<file path="src/verilog/ssi_reader_defs.svh">
// Operation
// - word length 1..15 or 24..25 bits; exactly that many bits per readout.
// - position word read as plain binary or Gray per code format setting.
// - a wait period is inserted after every serial clock edge.
// - wait count zero adds no wait; 3 us bit time, about 333 kHz.
// - wait counts 0..F accepted; from count 1 to F the rate falls from ~185 kHz to ~45 kHz.
// - bit time is 3 us, plus for counts 1..F twice (0.6 us plus count times 0.6 us).
// - readouts up to 25 bits; slowest full readout about 555 us.
// - end-of-word line check runs only when monitoring is enabled.
// - data must be low one bit time after last bit, else error 12.
// - clock driven as differential pair, data received as differential pair.
`ifndef SSI_READER_DEFS_SVH
`define SSI_READER_DEFS_SVH
`define ADDR_CTRL        8'h00
`define ADDR_CFG         8'h04
`define ADDR_POSITION    8'h08
`define ADDR_STATUS      8'h0c
`define ADDR_INT_STATUS  8'h10
`define ADDR_INT_MASK    8'h14
`define CTRL_START_BIT   0
`define CTRL_GRAY_BIT    1
`define CTRL_MON_BIT     2
`define CFG_LEN_LSB      0
`define CFG_WAIT_LSB     8
`define INT_DONE_BIT     0
`define INT_ENC_ERR_BIT  1
`define INT_CFG_ERR_BIT  2
`define RST_WORD_LEN     5'h18
`define RST_WAIT_COUNT   4'h0
`define ERR_CODE_ENCODER 8'h0c
`define CLK_PERIOD_NS    20
`define BASE_BIT_NS      3000
`define STRETCH_STEP_NS  600
`define BASE_HALF_CYC    ((`BASE_BIT_NS / 2 + `CLK_PERIOD_NS - 1) / `CLK_PERIOD_NS)
`define STRETCH_CYC      ((`STRETCH_STEP_NS + `CLK_PERIOD_NS - 1) / `CLK_PERIOD_NS)
`endif

</file>
<file path="src/verilog/ssi_reader_pkg.sv">
package ssi_reader_pkg;
	typedef enum logic [1:0]
	{
		ST_IDLE  = 2'b00,
		ST_LOW   = 2'b01,
		ST_HIGH  = 2'b10,
		ST_CHECK = 2'b11
	} link_state_type;
endpackage : ssi_reader_pkg

</file>
<file path="src/verilog/ssi_encoder_reader.sv">
// The register offsets and register access over AXI4-Lite are this design's own decisions.
`timescale 1ns/1ps
`include "ssi_reader_defs.svh"
module ssi_encoder_reader #(
	parameter int TIMER_W = 11
) (
	input  wire logic        aclk,
	input  wire logic        aresetn,
	input  wire logic [7:0]  s_axi_awaddr,
	input  wire logic        s_axi_awvalid,
	output logic             s_axi_awready,
	input  wire logic [31:0] s_axi_wdata,
	input  wire logic [3:0]  s_axi_wstrb,
	input  wire logic        s_axi_wvalid,
	output logic             s_axi_wready,
	output logic [1:0]       s_axi_bresp,
	output logic             s_axi_bvalid,
	input  wire logic        s_axi_bready,
	input  wire logic [7:0]  s_axi_araddr,
	input  wire logic        s_axi_arvalid,
	output logic             s_axi_arready,
	output logic [31:0]      s_axi_rdata,
	output logic [1:0]       s_axi_rresp,
	output logic             s_axi_rvalid,
	input  wire logic        s_axi_rready,
	output logic             encoder_clock_pos,
	output logic             encoder_clock_neg,
	input  wire logic        encoder_data_pos,
	input  wire logic        encoder_data_neg,
	output logic             irq
);
	import ssi_reader_pkg::*;

	localparam logic [TIMER_W-1:0] HALF_BASE = TIMER_W'(`BASE_HALF_CYC);
	localparam logic [TIMER_W-1:0] STEP      = TIMER_W'(`STRETCH_CYC);

	function automatic logic [31:0] gray_to_bin(input logic [31:0] g);
		logic [31:0] b;
		b = '0;
		b[31] = g[31];
		for (int i = 30; i >= 0; i--)
		begin
			b[i] = b[i+1] ^ g[i];
		end
		return b;
	endfunction : gray_to_bin

	function automatic logic len_ok(input logic [4:0] n);
		return (n >= 5'h01 && n <= 5'h0f) || n == 5'h18 || n == 5'h19;
	endfunction : len_ok

	// half of a bit time: base half plus the per-edge wait
	function automatic logic [TIMER_W-1:0] half_time(input logic [3:0] n);
		logic [TIMER_W-1:0] extra;
		extra = '0;
		if (n != 4'h0)
		begin
			extra = TIMER_W'(STEP * (TIMER_W'(n) + TIMER_W'(1)));
		end
		return HALF_BASE + extra;
	endfunction : half_time

	logic           gray_r;
	logic           mon_r;
	logic [4:0]     len_r;
	logic [3:0]     wait_r;
	logic [31:0]    pos_r;
	logic [7:0]     err_code_r;
	logic [2:0]     int_stat_r;
	logic [2:0]     int_mask_r;
	logic           start_r;
	logic           aw_held_r;
	logic           w_held_r;
	logic [7:0]     waddr_r;
	logic [31:0]    wdata_r;
	logic [3:0]     wstrb_r;
	logic           dpos_meta_r;
	logic           dpos_sync_r;
	logic           dneg_meta_r;
	logic           dneg_sync_r;
	link_state_type state_r;
	logic [TIMER_W-1:0] timer_r;
	logic [TIMER_W-1:0] half_r;
	logic [4:0]     bits_r;
	logic [31:0]    shift_r;
	logic           ev_done;
	logic           ev_enc_err;
	logic           ev_cfg_err;
	logic           do_write;
	logic           wr_hit;
	logic           data_bit;

	assign do_write = aw_held_r && w_held_r && !s_axi_bvalid;
	assign wr_hit   = waddr_r == `ADDR_CTRL || waddr_r == `ADDR_CFG
		|| waddr_r == `ADDR_INT_STATUS || waddr_r == `ADDR_INT_MASK;
	// receiver decision: the positive leg must be high and the negative low
	assign data_bit = dpos_sync_r && !dneg_sync_r;

	always_ff @(posedge aclk)
	begin
		if (!aresetn)
		begin
			aw_held_r     <= 1'b0;
			waddr_r       <= 8'h00;
			s_axi_awready <= 1'b0;
		end
		else if (s_axi_awvalid && s_axi_awready)
		begin
			aw_held_r     <= 1'b1;
			waddr_r       <= s_axi_awaddr;
			s_axi_awready <= 1'b0;
		end
		else if (do_write)
		begin
			aw_held_r     <= 1'b0;
		end
		else
		begin
			s_axi_awready <= !aw_held_r && !s_axi_bvalid;
		end
	end

	always_ff @(posedge aclk)
	begin
		if (!aresetn)
		begin
			w_held_r     <= 1'b0;
			wdata_r      <= 32'h0;
			wstrb_r      <= 4'h0;
			s_axi_wready <= 1'b0;
		end
		else if (s_axi_wvalid && s_axi_wready)
		begin
			w_held_r     <= 1'b1;
			wdata_r      <= s_axi_wdata;
			wstrb_r      <= s_axi_wstrb;
			s_axi_wready <= 1'b0;
		end
		else if (do_write)
		begin
			w_held_r     <= 1'b0;
		end
		else
		begin
			s_axi_wready <= !w_held_r && !s_axi_bvalid;
		end
	end

	always_ff @(posedge aclk)
	begin
		if (!aresetn)
		begin
			s_axi_bvalid <= 1'b0;
			s_axi_bresp  <= 2'b00;
		end
		else if (do_write)
		begin
			s_axi_bvalid <= 1'b1;
			s_axi_bresp  <= wr_hit ? 2'b00 : 2'b10;
		end
		else if (s_axi_bready)
		begin
			s_axi_bvalid <= 1'b0;
		end
	end

	// configuration; a wait change while busy takes effect at the next start, length, gray and monitor changes at once
	always_ff @(posedge aclk)
	begin
		if (!aresetn)
		begin
			gray_r     <= 1'b0;
			mon_r      <= 1'b0;
			len_r      <= `RST_WORD_LEN;
			wait_r     <= `RST_WAIT_COUNT;
			int_mask_r <= 3'h0;
			start_r    <= 1'b0;
		end
		else
		begin
			start_r <= 1'b0;
			if (do_write && wstrb_r[0])
			begin
				unique case (waddr_r)
					`ADDR_CTRL:
					begin
						start_r <= wdata_r[`CTRL_START_BIT];
						gray_r  <= wdata_r[`CTRL_GRAY_BIT];
						mon_r   <= wdata_r[`CTRL_MON_BIT];
					end
					`ADDR_CFG:
					begin
						len_r <= wdata_r[`CFG_LEN_LSB +: 5];
					end
					`ADDR_INT_MASK:
					begin
						int_mask_r <= wdata_r[2:0];
					end
					default:
					begin
					end
				endcase
			end
			if (do_write && wstrb_r[1] && waddr_r == `ADDR_CFG)
			begin
				wait_r <= wdata_r[`CFG_WAIT_LSB +: 4];
			end
		end
	end

	always_ff @(posedge aclk)
	begin
		if (!aresetn)
		begin
			int_stat_r <= 3'h0;
			irq        <= 1'b0;
		end
		else
		begin
			// a new event wins over a simultaneous write-one-to-clear
			int_stat_r <= (int_stat_r & ~((do_write && wstrb_r[0]
				&& waddr_r == `ADDR_INT_STATUS) ? wdata_r[2:0] : 3'h0))
				| {ev_cfg_err, ev_enc_err, ev_done};
			irq <= |(int_stat_r & int_mask_r);
		end
	end

	always_ff @(posedge aclk)
	begin
		if (!aresetn)
		begin
			s_axi_arready <= 1'b0;
			s_axi_rvalid  <= 1'b0;
			s_axi_rdata   <= 32'h0;
			s_axi_rresp   <= 2'b00;
		end
		else if (s_axi_arvalid && s_axi_arready)
		begin
			s_axi_arready <= 1'b0;
			s_axi_rvalid  <= 1'b1;
			s_axi_rresp   <= 2'b00;
			unique case (s_axi_araddr)
				`ADDR_CTRL:       s_axi_rdata <= {29'h0, mon_r, gray_r, 1'b0};
				`ADDR_CFG:        s_axi_rdata <= {20'h0, wait_r, 3'h0, len_r};
				`ADDR_POSITION:   s_axi_rdata <= pos_r;
				`ADDR_STATUS:     s_axi_rdata <= {16'h0, err_code_r, 7'h0,
					state_r != ST_IDLE};
				`ADDR_INT_STATUS: s_axi_rdata <= {29'h0, int_stat_r};
				`ADDR_INT_MASK:   s_axi_rdata <= {29'h0, int_mask_r};
				default:
				begin
					s_axi_rdata <= 32'h0;
					s_axi_rresp <= 2'b10;
				end
			endcase
		end
		else if (s_axi_rvalid)
		begin
			if (s_axi_rready)
			begin
				s_axi_rvalid <= 1'b0;
			end
		end
		else
		begin
			s_axi_arready <= 1'b1;
		end
	end

	// data pins come from the encoder's domain
	always_ff @(posedge aclk)
	begin
		if (!aresetn)
		begin
			dpos_meta_r <= 1'b0;
			dpos_sync_r <= 1'b0;
			dneg_meta_r <= 1'b1;
			dneg_sync_r <= 1'b1;
		end
		else
		begin
			dpos_meta_r <= encoder_data_pos;
			dpos_sync_r <= dpos_meta_r;
			dneg_meta_r <= encoder_data_neg;
			dneg_sync_r <= dneg_meta_r;
		end
	end

	// sampling at the end of the high half leaves a full half bit for the
	// encoder to settle, which covers the two-flop synchroniser delay
	always_ff @(posedge aclk)
	begin
		if (!aresetn)
		begin
			state_r           <= ST_IDLE;
			timer_r           <= '0;
			half_r            <= HALF_BASE;
			bits_r            <= 5'h0;
			shift_r           <= 32'h0;
			pos_r             <= 32'h0;
			err_code_r        <= 8'h0;
			encoder_clock_pos <= 1'b1;
			encoder_clock_neg <= 1'b0;
			ev_done           <= 1'b0;
			ev_enc_err        <= 1'b0;
			ev_cfg_err        <= 1'b0;
		end
		else
		begin
			ev_done    <= 1'b0;
			ev_enc_err <= 1'b0;
			ev_cfg_err <= 1'b0;
			if (timer_r != '0)
			begin
				timer_r <= timer_r - TIMER_W'(1);
			end
			unique case (state_r)
				ST_IDLE:
				begin
					encoder_clock_pos <= 1'b1;
					encoder_clock_neg <= 1'b0;
					if (start_r && !len_ok(len_r))
					begin
						ev_cfg_err <= 1'b1;
					end
					else if (start_r)
					begin
						// first falling edge makes the encoder latch
						encoder_clock_pos <= 1'b0;
						encoder_clock_neg <= 1'b1;
						half_r  <= half_time(wait_r);
						timer_r <= half_time(wait_r) - TIMER_W'(1);
						bits_r  <= 5'h0;
						shift_r <= 32'h0;
						state_r <= ST_LOW;
					end
				end
				ST_LOW:
				begin
					if (timer_r == '0)
					begin
						encoder_clock_pos <= 1'b1;
						encoder_clock_neg <= 1'b0;
						timer_r <= half_r - TIMER_W'(1);
						state_r <= ST_HIGH;
					end
				end
				ST_HIGH:
				begin
					if (timer_r == '0)
					begin
						shift_r <= {shift_r[30:0], data_bit};
						bits_r  <= bits_r + 5'h1;
						if (bits_r + 5'h1 == len_r)
						begin
							if (mon_r)
							begin
								timer_r <= TIMER_W'({half_r, 1'b0} - 1);
								state_r <= ST_CHECK;
							end
							else
							begin
								pos_r   <= gray_r ? gray_to_bin({shift_r[30:0], data_bit})
									: {shift_r[30:0], data_bit};
								ev_done <= 1'b1;
								state_r <= ST_IDLE;
							end
						end
						else
						begin
							encoder_clock_pos <= 1'b0;
							encoder_clock_neg <= 1'b1;
							timer_r <= half_r - TIMER_W'(1);
							state_r <= ST_LOW;
						end
					end
				end
				ST_CHECK:
				begin
					if (timer_r == '0)
					begin
						pos_r   <= gray_r ? gray_to_bin(shift_r) : shift_r;
						ev_done <= 1'b1;
						state_r <= ST_IDLE;
						if (data_bit)
						begin
							err_code_r <= `ERR_CODE_ENCODER;
							ev_enc_err <= 1'b1;
						end
						else
						begin
							err_code_r <= 8'h0;
						end
					end
				end
			endcase
		end
	end
endmodule : ssi_encoder_reader

</file>
<file path="config.mk">
export PLATFORM = sky130hd
export DESIGN_NAME = ssi_encoder_reader
export DESIGN_NICKNAME = d
export VERILOG_FILES = /design/src/verilog/ssi_reader_pkg.sv /design/src/verilog/ssi_encoder_reader.sv
export VERILOG_INCLUDE_DIRS = /design/src /design/src/verilog
export SDC_FILE = /design/constraint.sdc
export NUM_CORES = 1
export LEC_CHECK = 0
export BUFFER_PORTS_ARGS = -buffer_cell sky130_fd_sc_hd__clkbuf_2
export CAP_MARGIN = 20
export CELL_PAD_IN_SITES_DETAIL_PLACEMENT = 0
export CELL_PAD_IN_SITES_GLOBAL_PLACEMENT = 1
export CORE_ASPECT_RATIO = 0.9
export CORE_UTILIZATION = 41
export DETAILED_ROUTE_END_ITERATION = 12
export GPL_ROUTABILITY_DRIVEN = 0
export PLACE_DENSITY = 0.85
export SYNTH_ARGS = -nofsm -noshare
export SYNTH_HDL_FRONTEND = slang
export SYNTH_SLANG_ARGS = --single-unit
</file>
<file path="constraint.sdc">
create_clock -name aclk -period 5.2 [get_ports aclk]
set_input_delay 1.04 -clock aclk [delete_from_list [all_inputs] [get_ports aclk]]
set_output_delay 1.04 -clock aclk [all_outputs]
set_load 0.01 [all_outputs]
</file>
==> results.md, run 1 <==
* Final HPWL DP at 17.3 mm
* Post-Route WL at 26.1 mm
* Number of CTS-inserted buffers at 17
* Worst Path Max Fanout at 8
* Period utilization at 85.1%
* Slowest stage delay, CP at 0.56 ns
* Clk slew on worst S/H paths at 0.08 ns
* Critical path cell sequence: nand3_1 > xnor2_1 > inv_1 > fa_1 > inv_1 > fa_1 > ha_1 > nor2b_1 > o21a_1 > o21ai_0 > nand2b_1 > a21oi_1 > xnor2_1 > xor2_1 > nand2b_1 > a221oi_1
* Combinational share of power at 19.6%
* Setup CP Type: reg -> reg
* Vias at 8772
* CP Launch Point: wait_r[2]$_SDFFE_PN0P_
* RSZ-0062 raised after global routing: false
* Synth Instances at 1246
* Bufs and invs on worst path at 2
* Post-synth EDFFs at 0
* WL per Instance at 16.2 µm
* Pint at 2.35 mW
* Total power at 3.49 mW
* Synth Flop Type: dfxtp_1
* Crit-path leading delay family: adder cells
* HP Class: reg -> reg
* Worst relative slew slack at 32.3%
* Maximum VDD drop at 0.234 mV
* R2r setup slk at 0.78 ns
* Pwr per Cell Area at 302 nW/µm²
* Max Root-Sink Buffers at 2
* Stages on worst setup path at 16
* Fin cells at 1605
* Min cycle time layout at 4.42 ns
* Synthesized flop and latch total at 181
* Io pins at 105
* H-tree Lvls at 4
* Post-CTS Hold Buffers at 0
* Starting DRT DRC Count at 570
* Clk sinks at 181
* Total track usage at 20.4%
* Crit path capture type: flop
* Vias/cell at 5.47
* IO Port Bufs at 77
* Die outline width at 170 µm
* Core Region at 24600 µm²
* Fmax at 226 MHz
* Cell count after placement at 1573
* Fill cells at 2455
* Initial antenna violation count at 0
* Ys Warns at 0
* R2r startpoint: wait_r[2]$_SDFFE_PN0P_
* Switch share at 32.7%
* Worst Setup EP: timer_r[9]$_SDFF_PN0_
* # Max-Cap Violations at 0
* Status: complete, no violations
* CP Launch Type: flop
* DRT Pass-1 Iters at 5
* Max Clock Skew at 0.0146 ns
* Vias in the first global route at 8080
* Sequential fraction of design power at 42.6%
* Post-route ant nets at 0
* Hold WS at 0.409 ns
* # DRC at 0
* Seq/Total Area, Yosys at 34.8%
* FFs w/ async S/R, synth at 0%
* Clock power frac at 37.8%
* Leakage Power at 4.56 nW
* Setup TNS at 0 ns
* Mapped cell area at 10400 µm²
* Clk root buf: clkbuf_16
* Die H at 153 µm
* Data required, critical path at 5.54 ns
* CP arrival at 4.76 ns
* First-pass GRT wire length at 42.4 mm
* Worst-Skew Late Latency at 0.44 ns
* Share of layout cells above drive strength 1 at 11.9%
* Area delta synth->final at 11.1%
* Syn_area_per_cell at 8.35 µm²
* Worst Reg2Reg Path Length in Cells at 16
* Post-cts resize count at 0
* Row count at 54
* Worst setup margin at 0.777 ns
* Switch Pwr at 1.14 mW
* # diodes at 0
* Die ar. at 26000 µm²
* CTS tree: yes
* Fin nets at 1345
* Largest net degree at the start of global routing at 73
* Post-CTS Setup Inserts at 0
* Synth cell types at 76
* Starting density of the core at 42.3%
* Post-place setup slack at 0.767 ns
* Worst-Margin Slew at 1.01 ns
* Finish-stage setup viols at 0
* Crit Reg-Reg Endpoint: timer_r[9]$_SDFF_PN0_
* Grt total ovfl at 0
* Fin. Hold Viols at 0
* Pins Over Slew Limit at 0
* Slowest CP cell: fa_1
==> registers in the layout, summed over array words and instances, names as in the netlist, 8 cells and up <==
signal,flops
timer_r,11
shift_r,32
s_axi_rdata,32
waddr_r,8
half_r,10
wdata_r,9
pos_r,32
==> power groups by stage <==
| stage | registers [mW] | logic (mW) | clock network [mW] |
|---|---|---|---|
| 2_1_floorplan | 1.51 | 0.522 | 0 |
| 3_3_place_gp | 1.52 | 0.668 | 0 |
| 3_5_place_dp | 1.52 | 0.671 | 0 |
| 4_1_cts | 1.49 | 0.678 | 1.35 |
| 5_1_grt | 1.49 | 0.764 | 1.40 |
| 6_report | 1.49 | 0.685 | 1.32 |
==> worst min path at each step <==
stage	from	endpoint	depth (start not counted)
finish	dneg_meta_r$_SDFF_PN1_	dneg_sync_r$_SDFF_PN1_	1
detailed placement	dneg_meta_r$_SDFF_PN1_	dneg_sync_r$_SDFF_PN1_	1
global placement	dneg_meta_r$_SDFF_PN1_	dneg_sync_r$_SDFF_PN1_	1
global route	dneg_meta_r$_SDFF_PN1_	dneg_sync_r$_SDFF_PN1_	1
floorplan	dneg_meta_r$_SDFF_PN1_	dneg_sync_r$_SDFF_PN1_	1
CTS	dneg_meta_r$_SDFF_PN1_	dneg_sync_r$_SDFF_PN1_	1
==> cells in the final DEF (no fill, tap or decap), types with 7 or more instances in the layout <==
cell type	synthesis	routed
a22oi_1	10	10
nor3b_1	8	7
nand2_1	150	150
clkbuf_2	0	77
xor2_1	37	37
clkbuf_16	0	17
nor3_1	21	21
nor2_1	99	96
buf_4	2	13
xnor3_1	12	12
a21oi_1	100	99
nor2b_1	13	13
o21ai_0	89	89
inv_1	30	30
a31oi_1	8	8
a211oi_1	15	15
dfxtp_1	181	180
nand2b_1	13	13
ha_1	22	21
nand3_1	25	25
mux2i_1	32	32
o211ai_1	12	12
and3_1	13	13
a22o_1	57	57
and2_1	13	13
xnor2_1	80	80
==> through the flow <==
stage / instance area (µm²) / utilization [%]
after floorplan: 10400 / -
after global placement: 11000 / 44.6
after detailed placement: 11000 / 44.6
after CTS: 11600 / 47.0
after global routing: 11600 / 47.0
final: 11600 / 47.0
==> cells by family (layout without fill, tap and decap cells) <==
group | count (synthesis) | count (layout) | share of synthesized area (%)
simple gates | 383 | 383 | 16.9
mux | 39 | 39 | 3.94
flops | 181 | 181 | 34.8
buf+inv | 131 | 153 | 4.83
other cells | 1 | 2 | 0.0360
xor+xnor | 136 | 136 | 14.1
fa+ha+maj | 28 | 28 | 3.80
compound gates | 347 | 347 | 21.6
==> Yosys cell counts, types with 9 or more instances <==
library cell | instances | area [µm²]
dfxtp_1 | 181 | 3620
nand2_1 | 150 | 563
a21oi_1 | 100 | 500
nor2_1 | 99 | 372
o21ai_0 | 89 | 445
clkbuf_1 | 86 | 323
xnor2_1 | 80 | 701
a22o_1 | 57 | 499
xor2_1 | 37 | 324
mux2i_1 | 32 | 320
inv_1 | 30 | 113
nand3_1 | 25 | 125
ha_1 | 22 | 275
nor3_1 | 21 | 105
a211oi_1 | 15 | 113
and2_1 | 13 | 81.3
and3_1 | 13 | 81.3
nand2b_1 | 13 | 81.3
nor2b_1 | 13 | 81.3
o211ai_1 | 12 | 90.1
xnor3_1 | 12 | 270
a22oi_1 | 10 | 75.1
buf_1 | 9 | 33.8
==> routing by layer <==
metal | part of all wire (%) | vias to the layer above | track usage (%) | wire length (µm)
met5 | 0 | - | 0 | 0
met4 | 1.2 | 0 | 5.62 | 323
met3 | 5.5 | 22 | 3.31 | 1430
met2 | 44 | 234 | 30.9 | 11400
met1 | 49 | 4131 | 29.8 | 12900
li1 | - | 4385 | - | -
==> layout make-up <==
class | instances | area (µm²) | area share [%]
well taps | 336 | 420 | 3.64
flip-flops and latches | 181 | 3620 | 31.3
multi-input cells | 935 | 6310 | 54.6
repair buffers | 90 | 483 | 4.18
inverters | 31 | 116 | 1.01
clock inverters | 14 | 178 | 1.54
clock buffers | 18 | 429 | 3.71
(Power assumes the default switching activity.)
==> run 2, diff against run 1 <==
--- a/config.mk
+++ b/config.mk
@@ -6,15 +6,16 @@
 export SDC_FILE = /design/constraint.sdc
 export NUM_CORES = 1
 export LEC_CHECK = 0
-export BUFFER_PORTS_ARGS = -buffer_cell sky130_fd_sc_hd__clkbuf_2
+export ABC_AREA = 1
 export CAP_MARGIN = 20
 export CELL_PAD_IN_SITES_DETAIL_PLACEMENT = 0
 export CELL_PAD_IN_SITES_GLOBAL_PLACEMENT = 1
 export CORE_ASPECT_RATIO = 0.9
 export CORE_UTILIZATION = 41
 export DETAILED_ROUTE_END_ITERATION = 12
+export DONT_BUFFER_PORTS = 1
 export GPL_ROUTABILITY_DRIVEN = 0
-export PLACE_DENSITY = 0.85
+export PLACE_DENSITY = 0.83
 export SYNTH_ARGS = -nofsm -noshare
 export SYNTH_HDL_FRONTEND = slang
 export SYNTH_SLANG_ARGS = --single-unit
==> results.md, run 2 <==
* Status: finished with violations (was complete, no violations)
* Failing checks: setup timing
* Area leader, netlist: dfxtp_1 (unchanged)
* Clk slew on worst S/H paths at 0.08 ns (about the same)
* Max Clock Skew at 0.0194 ns (was 0.0146 ns)
* Pint at 2.36 mW (was 2.35 mW)
* Mapped cell area at 10300 µm² (was 10400 µm²)
* Clk sinks at 181 (unchanged)
* First-pass GRT wire length at 45.7 mm (was 42.4 mm)
* Io pins at 105 (unchanged)
* Initial antenna violation count at 1 (was 0)
* Slowest CP cell: dfxtp_4 (was fa_1)
* Fill cells at 2327 (was 2455)
* # Max-Cap Violations at 0 (unchanged)
* Die H at 153 µm (about the same)
* Fin nets at 1551 (was 1345)
* Number of CTS-inserted buffers at 17 (unchanged)
* Crit path capture type: flop (unchanged)
* Pwr per Cell Area at 289 nW/µm² (was 302 nW/µm²)
* H-tree Lvls at 4 (unchanged)
* Post-Layout Inst Area at 12400 µm² (was 11600 µm²)
* Worst setup margin at -0.000898 ns (was 0.777 ns)
* Commonest cells after routing, fill and taps aside: 200 x nand2_1, 180 x nand3_1, 176 x dfxtp_1, 152 x inv_1 (was 180 x dfxtp_1, 150 x nand2_1, 99 x a21oi_1, 96 x nor2_1, 89 x o21ai_0)
* IO Port Bufs at 0 (was 77)
* CP arrival at 5.59 ns (was 4.76 ns)
* Row count at 54 (unchanged)
* Starting DRT DRC Count at 760 (was 570)
* DRT Pass-1 Iters at 5 (unchanged)
* HP Class: reg -> reg (unchanged)
* Vias in the first global route at 9194 (was 8080)
* Final HPWL DP at 18.9 mm (was 17.3 mm)
* Synth top cells by count: 264 x nand3_1, 245 x nand2_1, 181 x dfxtp_1, 155 x inv_1, 109 x nor2_1 (was 181 x dfxtp_1, 150 x nand2_1, 100 x a21oi_1, 99 x nor2_1, 89 x o21ai_0)
* Vias at 10300 (was 8772)
* Vias/cell at 5.67 (was 5.47)
* Switch Pwr at 1.25 mW (was 1.14 mW)
* Post-synth EDFFs at 0 (unchanged)
* Combinational share of power at 21.0% (was 19.6%)
* Area delta synth->final at 20.4% (was 11.1%)
* Grt total ovfl at 0 (unchanged)
* R2r setup slk at -0.0009 ns (was 0.78 ns)
* # diodes at 0 (unchanged)
* Multiplexer share of the synthesized area at 0% (was 3.94%)
* Syn_area_per_cell at 7.01 µm² (was 8.35 µm²)
* Sequential fraction of design power at 42.0% (was 42.6%)
* Post-route ant nets at 0 (unchanged)
* Main combinational cell family by area after synthesis: simple AND/OR/NAND/NOR gates (was compound AO/OA/AOI/OAI gates)
* Die ar. at 25900 µm² (was 26000 µm²)
* Seq/Total Area, Yosys at 35.1% (was 34.8%)
* Dpl cell area at 10500 µm² (was 11000 µm²)
* Core Region at 24500 µm² (was 24600 µm²)
* # DRC at 0 (unchanged)
* Simple-Gate Fraction of Synth Area at 32.5% (was 16.9%)
* Worst-Margin Slew at 1.19 ns (was 1.01 ns)
* Synth Area in Adders at 3.83% (was 3.80%)
* Clk root buf: clkbuf_16 (unchanged)
* Synth Instances at 1474 (was 1246)
* Leakage Power at 4.61 nW (was 4.56 nW)
* Die outline width at 169 µm (was 170 µm)
* Starting density of the core at 42.1% (was 42.3%)
* Worst relative slew slack at 19.7% (was 32.3%)
* Period utilization at 100% (was 85.1%)
* Synth Flop Type: dfxtp_1 (unchanged)
* FFs w/ async S/R, synth at 0% (unchanged)
* Setup CP Type: reg -> reg (unchanged)
* Synth cell types at 46 (was 76)
* Area share of xor/xnor cells in the synthesized design at 1.19% (was 14.1%)
* Share of layout cells above drive strength 1 at 19.1% (was 11.9%)
* Post-Route WL at 29.5 mm (was 26.1 mm)
* Largest net degree at the start of global routing at 84 (was 73)
* Top-area cell type share of the netlist area at 35.1% (was 34.8%)
* Data required, critical path at 5.59 ns (was 5.54 ns)
* Synthesized flop and latch total at 181 (unchanged)
* Synth Area in Compound Gates at 18.0% (was 21.6%)
* WL per Instance at 16.3 µm (was 16.2 µm)
* Maximum VDD drop at 0.239 mV (was 0.234 mV)
* CTS tree: yes (unchanged)
* Commonest non-fill, non-tap cell in the layout: nand2_1 (was dfxtp_1)
* Final Util at 50.8% (was 47.0%)
* Slowest stage delay, CP at 0.37 ns (was 0.56 ns)
* Fin. Hold Viols at 0 (unchanged)
* Pins Over Slew Limit at 0 (unchanged)
* Fmax at 192 MHz (was 226 MHz)
* Ys Warns at 0 (unchanged)
* Count leader, synth: nand3_1 (was dfxtp_1)
* Top cells by area, synth: dfxtp_1 35%, nand3_1 13%, nand2_1 8.9% (was dfxtp_1 35%, xnor2_1 6.7%, nand2_1 5.4%)
* Max Root-Sink Buffers at 2 (unchanged)
* Total track usage at 21.6% (was 20.4%)
* Finish-stage setup viols at 1 (was 0)
* Top Registers: pos_r x32, s_axi_rdata x32, shift_r x32 (unchanged)
* CP Launch Type: flop (unchanged)
* Post-CTS Hold Buffers at 0 (unchanged)
* RSZ-0062 raised after global routing: true (was false)
* Switch share at 34.6% (was 32.7%)
* Min cycle time layout at 5.20 ns (was 4.42 ns)
* Clock power frac at 37.1% (was 37.8%)
* Post-place setup slack at 0.00930 ns (was 0.767 ns)
* Worst Path Max Fanout at 5 (was 8)
* Worst-Skew Late Latency at 0.45 ns (was 0.44 ns)
==> run 2: cell count changes after synthesis, moves of 35 or more <==
cell and change:
clkbuf_1 -36, nand3_1 +239, inv_1 +125, a21oi_1 -35, a22o_1 -55, xnor2_1 -77
nand2_1 +95
==> run 2: logic make-up (layout without fill, tap and decap cells) <==
group | after synthesis | after routing
and+or+nand+nor | 715 | 715
AOI/OAI and AO/OA | 307 | 307
buffers and inverters | 228 | 228
DFF | 181 | 181
adders and majority gates | 28 | 28
xor gates and xnor gates | 14 | 14
other | 1 | 2
==> run 2: timing repair <==
item,4_1_cts,5_1_grt
setup endpoints to repair,1,7
pin swaps,0,57
gates resized for setup,1,234
setup buffers,0,23
==> run 2: per-layer routing <==
metal / routed length [µm] / GRT usage [%] / vias up
met1: 13800 / 30.7 / 4846
met3: 1740 / 3.32 / 46
met4: 453 / 5.66 / 2
li1: - / - / 5056
met2: 13500 / 33.8 / 314
met5: 13 / 0 / -
==> run 2: final cells by class <==
cell class                      count  area, µm²  share of cell area, %
Clock buffer                       18        439                   3.53
Clock inverter                     14        180                   1.45
Inverter                          160        608                   4.88
Multi-Input combinational cell   1066       6890                   55.4
Sequential cell                   181       3640                   29.2
Tap cell                          336        420                   3.38
Timing Repair Buffer               36        270                   2.17
==> run 2: power by group through the flow <==
stage / clock [mW] / sequential, mW / combinational [mW]
floorplan: 0 / 1.53 / 0.582
global placement: 0 / 1.54 / 0.726
detailed placement: 0 / 1.54 / 0.734
CTS: 1.36 / 1.51 / 0.739
global route: 1.42 / 1.52 / 0.856
finish: 1.34 / 1.51 / 0.755
==> run 2: critical path, delay by kind of cell, from the launching register on <==
| kind | cells | cell delay, ns |
|---|---|---|
| buffers and inverters | 2 | 0.22 |
| flip-flops | 1 | 0.37 |
| AND/OR/NAND/NOR | 51 | 4.57 |
==> run 2: final timing paths <==
kind,startpoint,cells after the start,endpoint
worst min register to register,dneg_meta_r$_SDFF_PN1_,1,dneg_sync_r$_SDFF_PN1_
worst max-delay path,shift_r[28]$_SDFFE_PN0P_,53,pos_r[0]$_SDFFE_PN0P_
worst min-delay path,dneg_meta_r$_SDFF_PN1_,1,dneg_sync_r$_SDFF_PN1_
worst max register to register,shift_r[28]$_SDFFE_PN0P_,53,pos_r[0]$_SDFFE_PN0P_
==> run 2: per-stage QoR <==
stage	hold WS (ns)	power, mW	setup TNS [ns]	instances
floorplan	0.390	2.11	0	1475
global placement	0.396	2.27	0	1756
detailed placement	0.397	2.28	0	1756
CTS	0.416	3.62	0	1788
global route	0.423	3.79	-0.898	1811
finish	0.416	3.60	-0.000898	1811
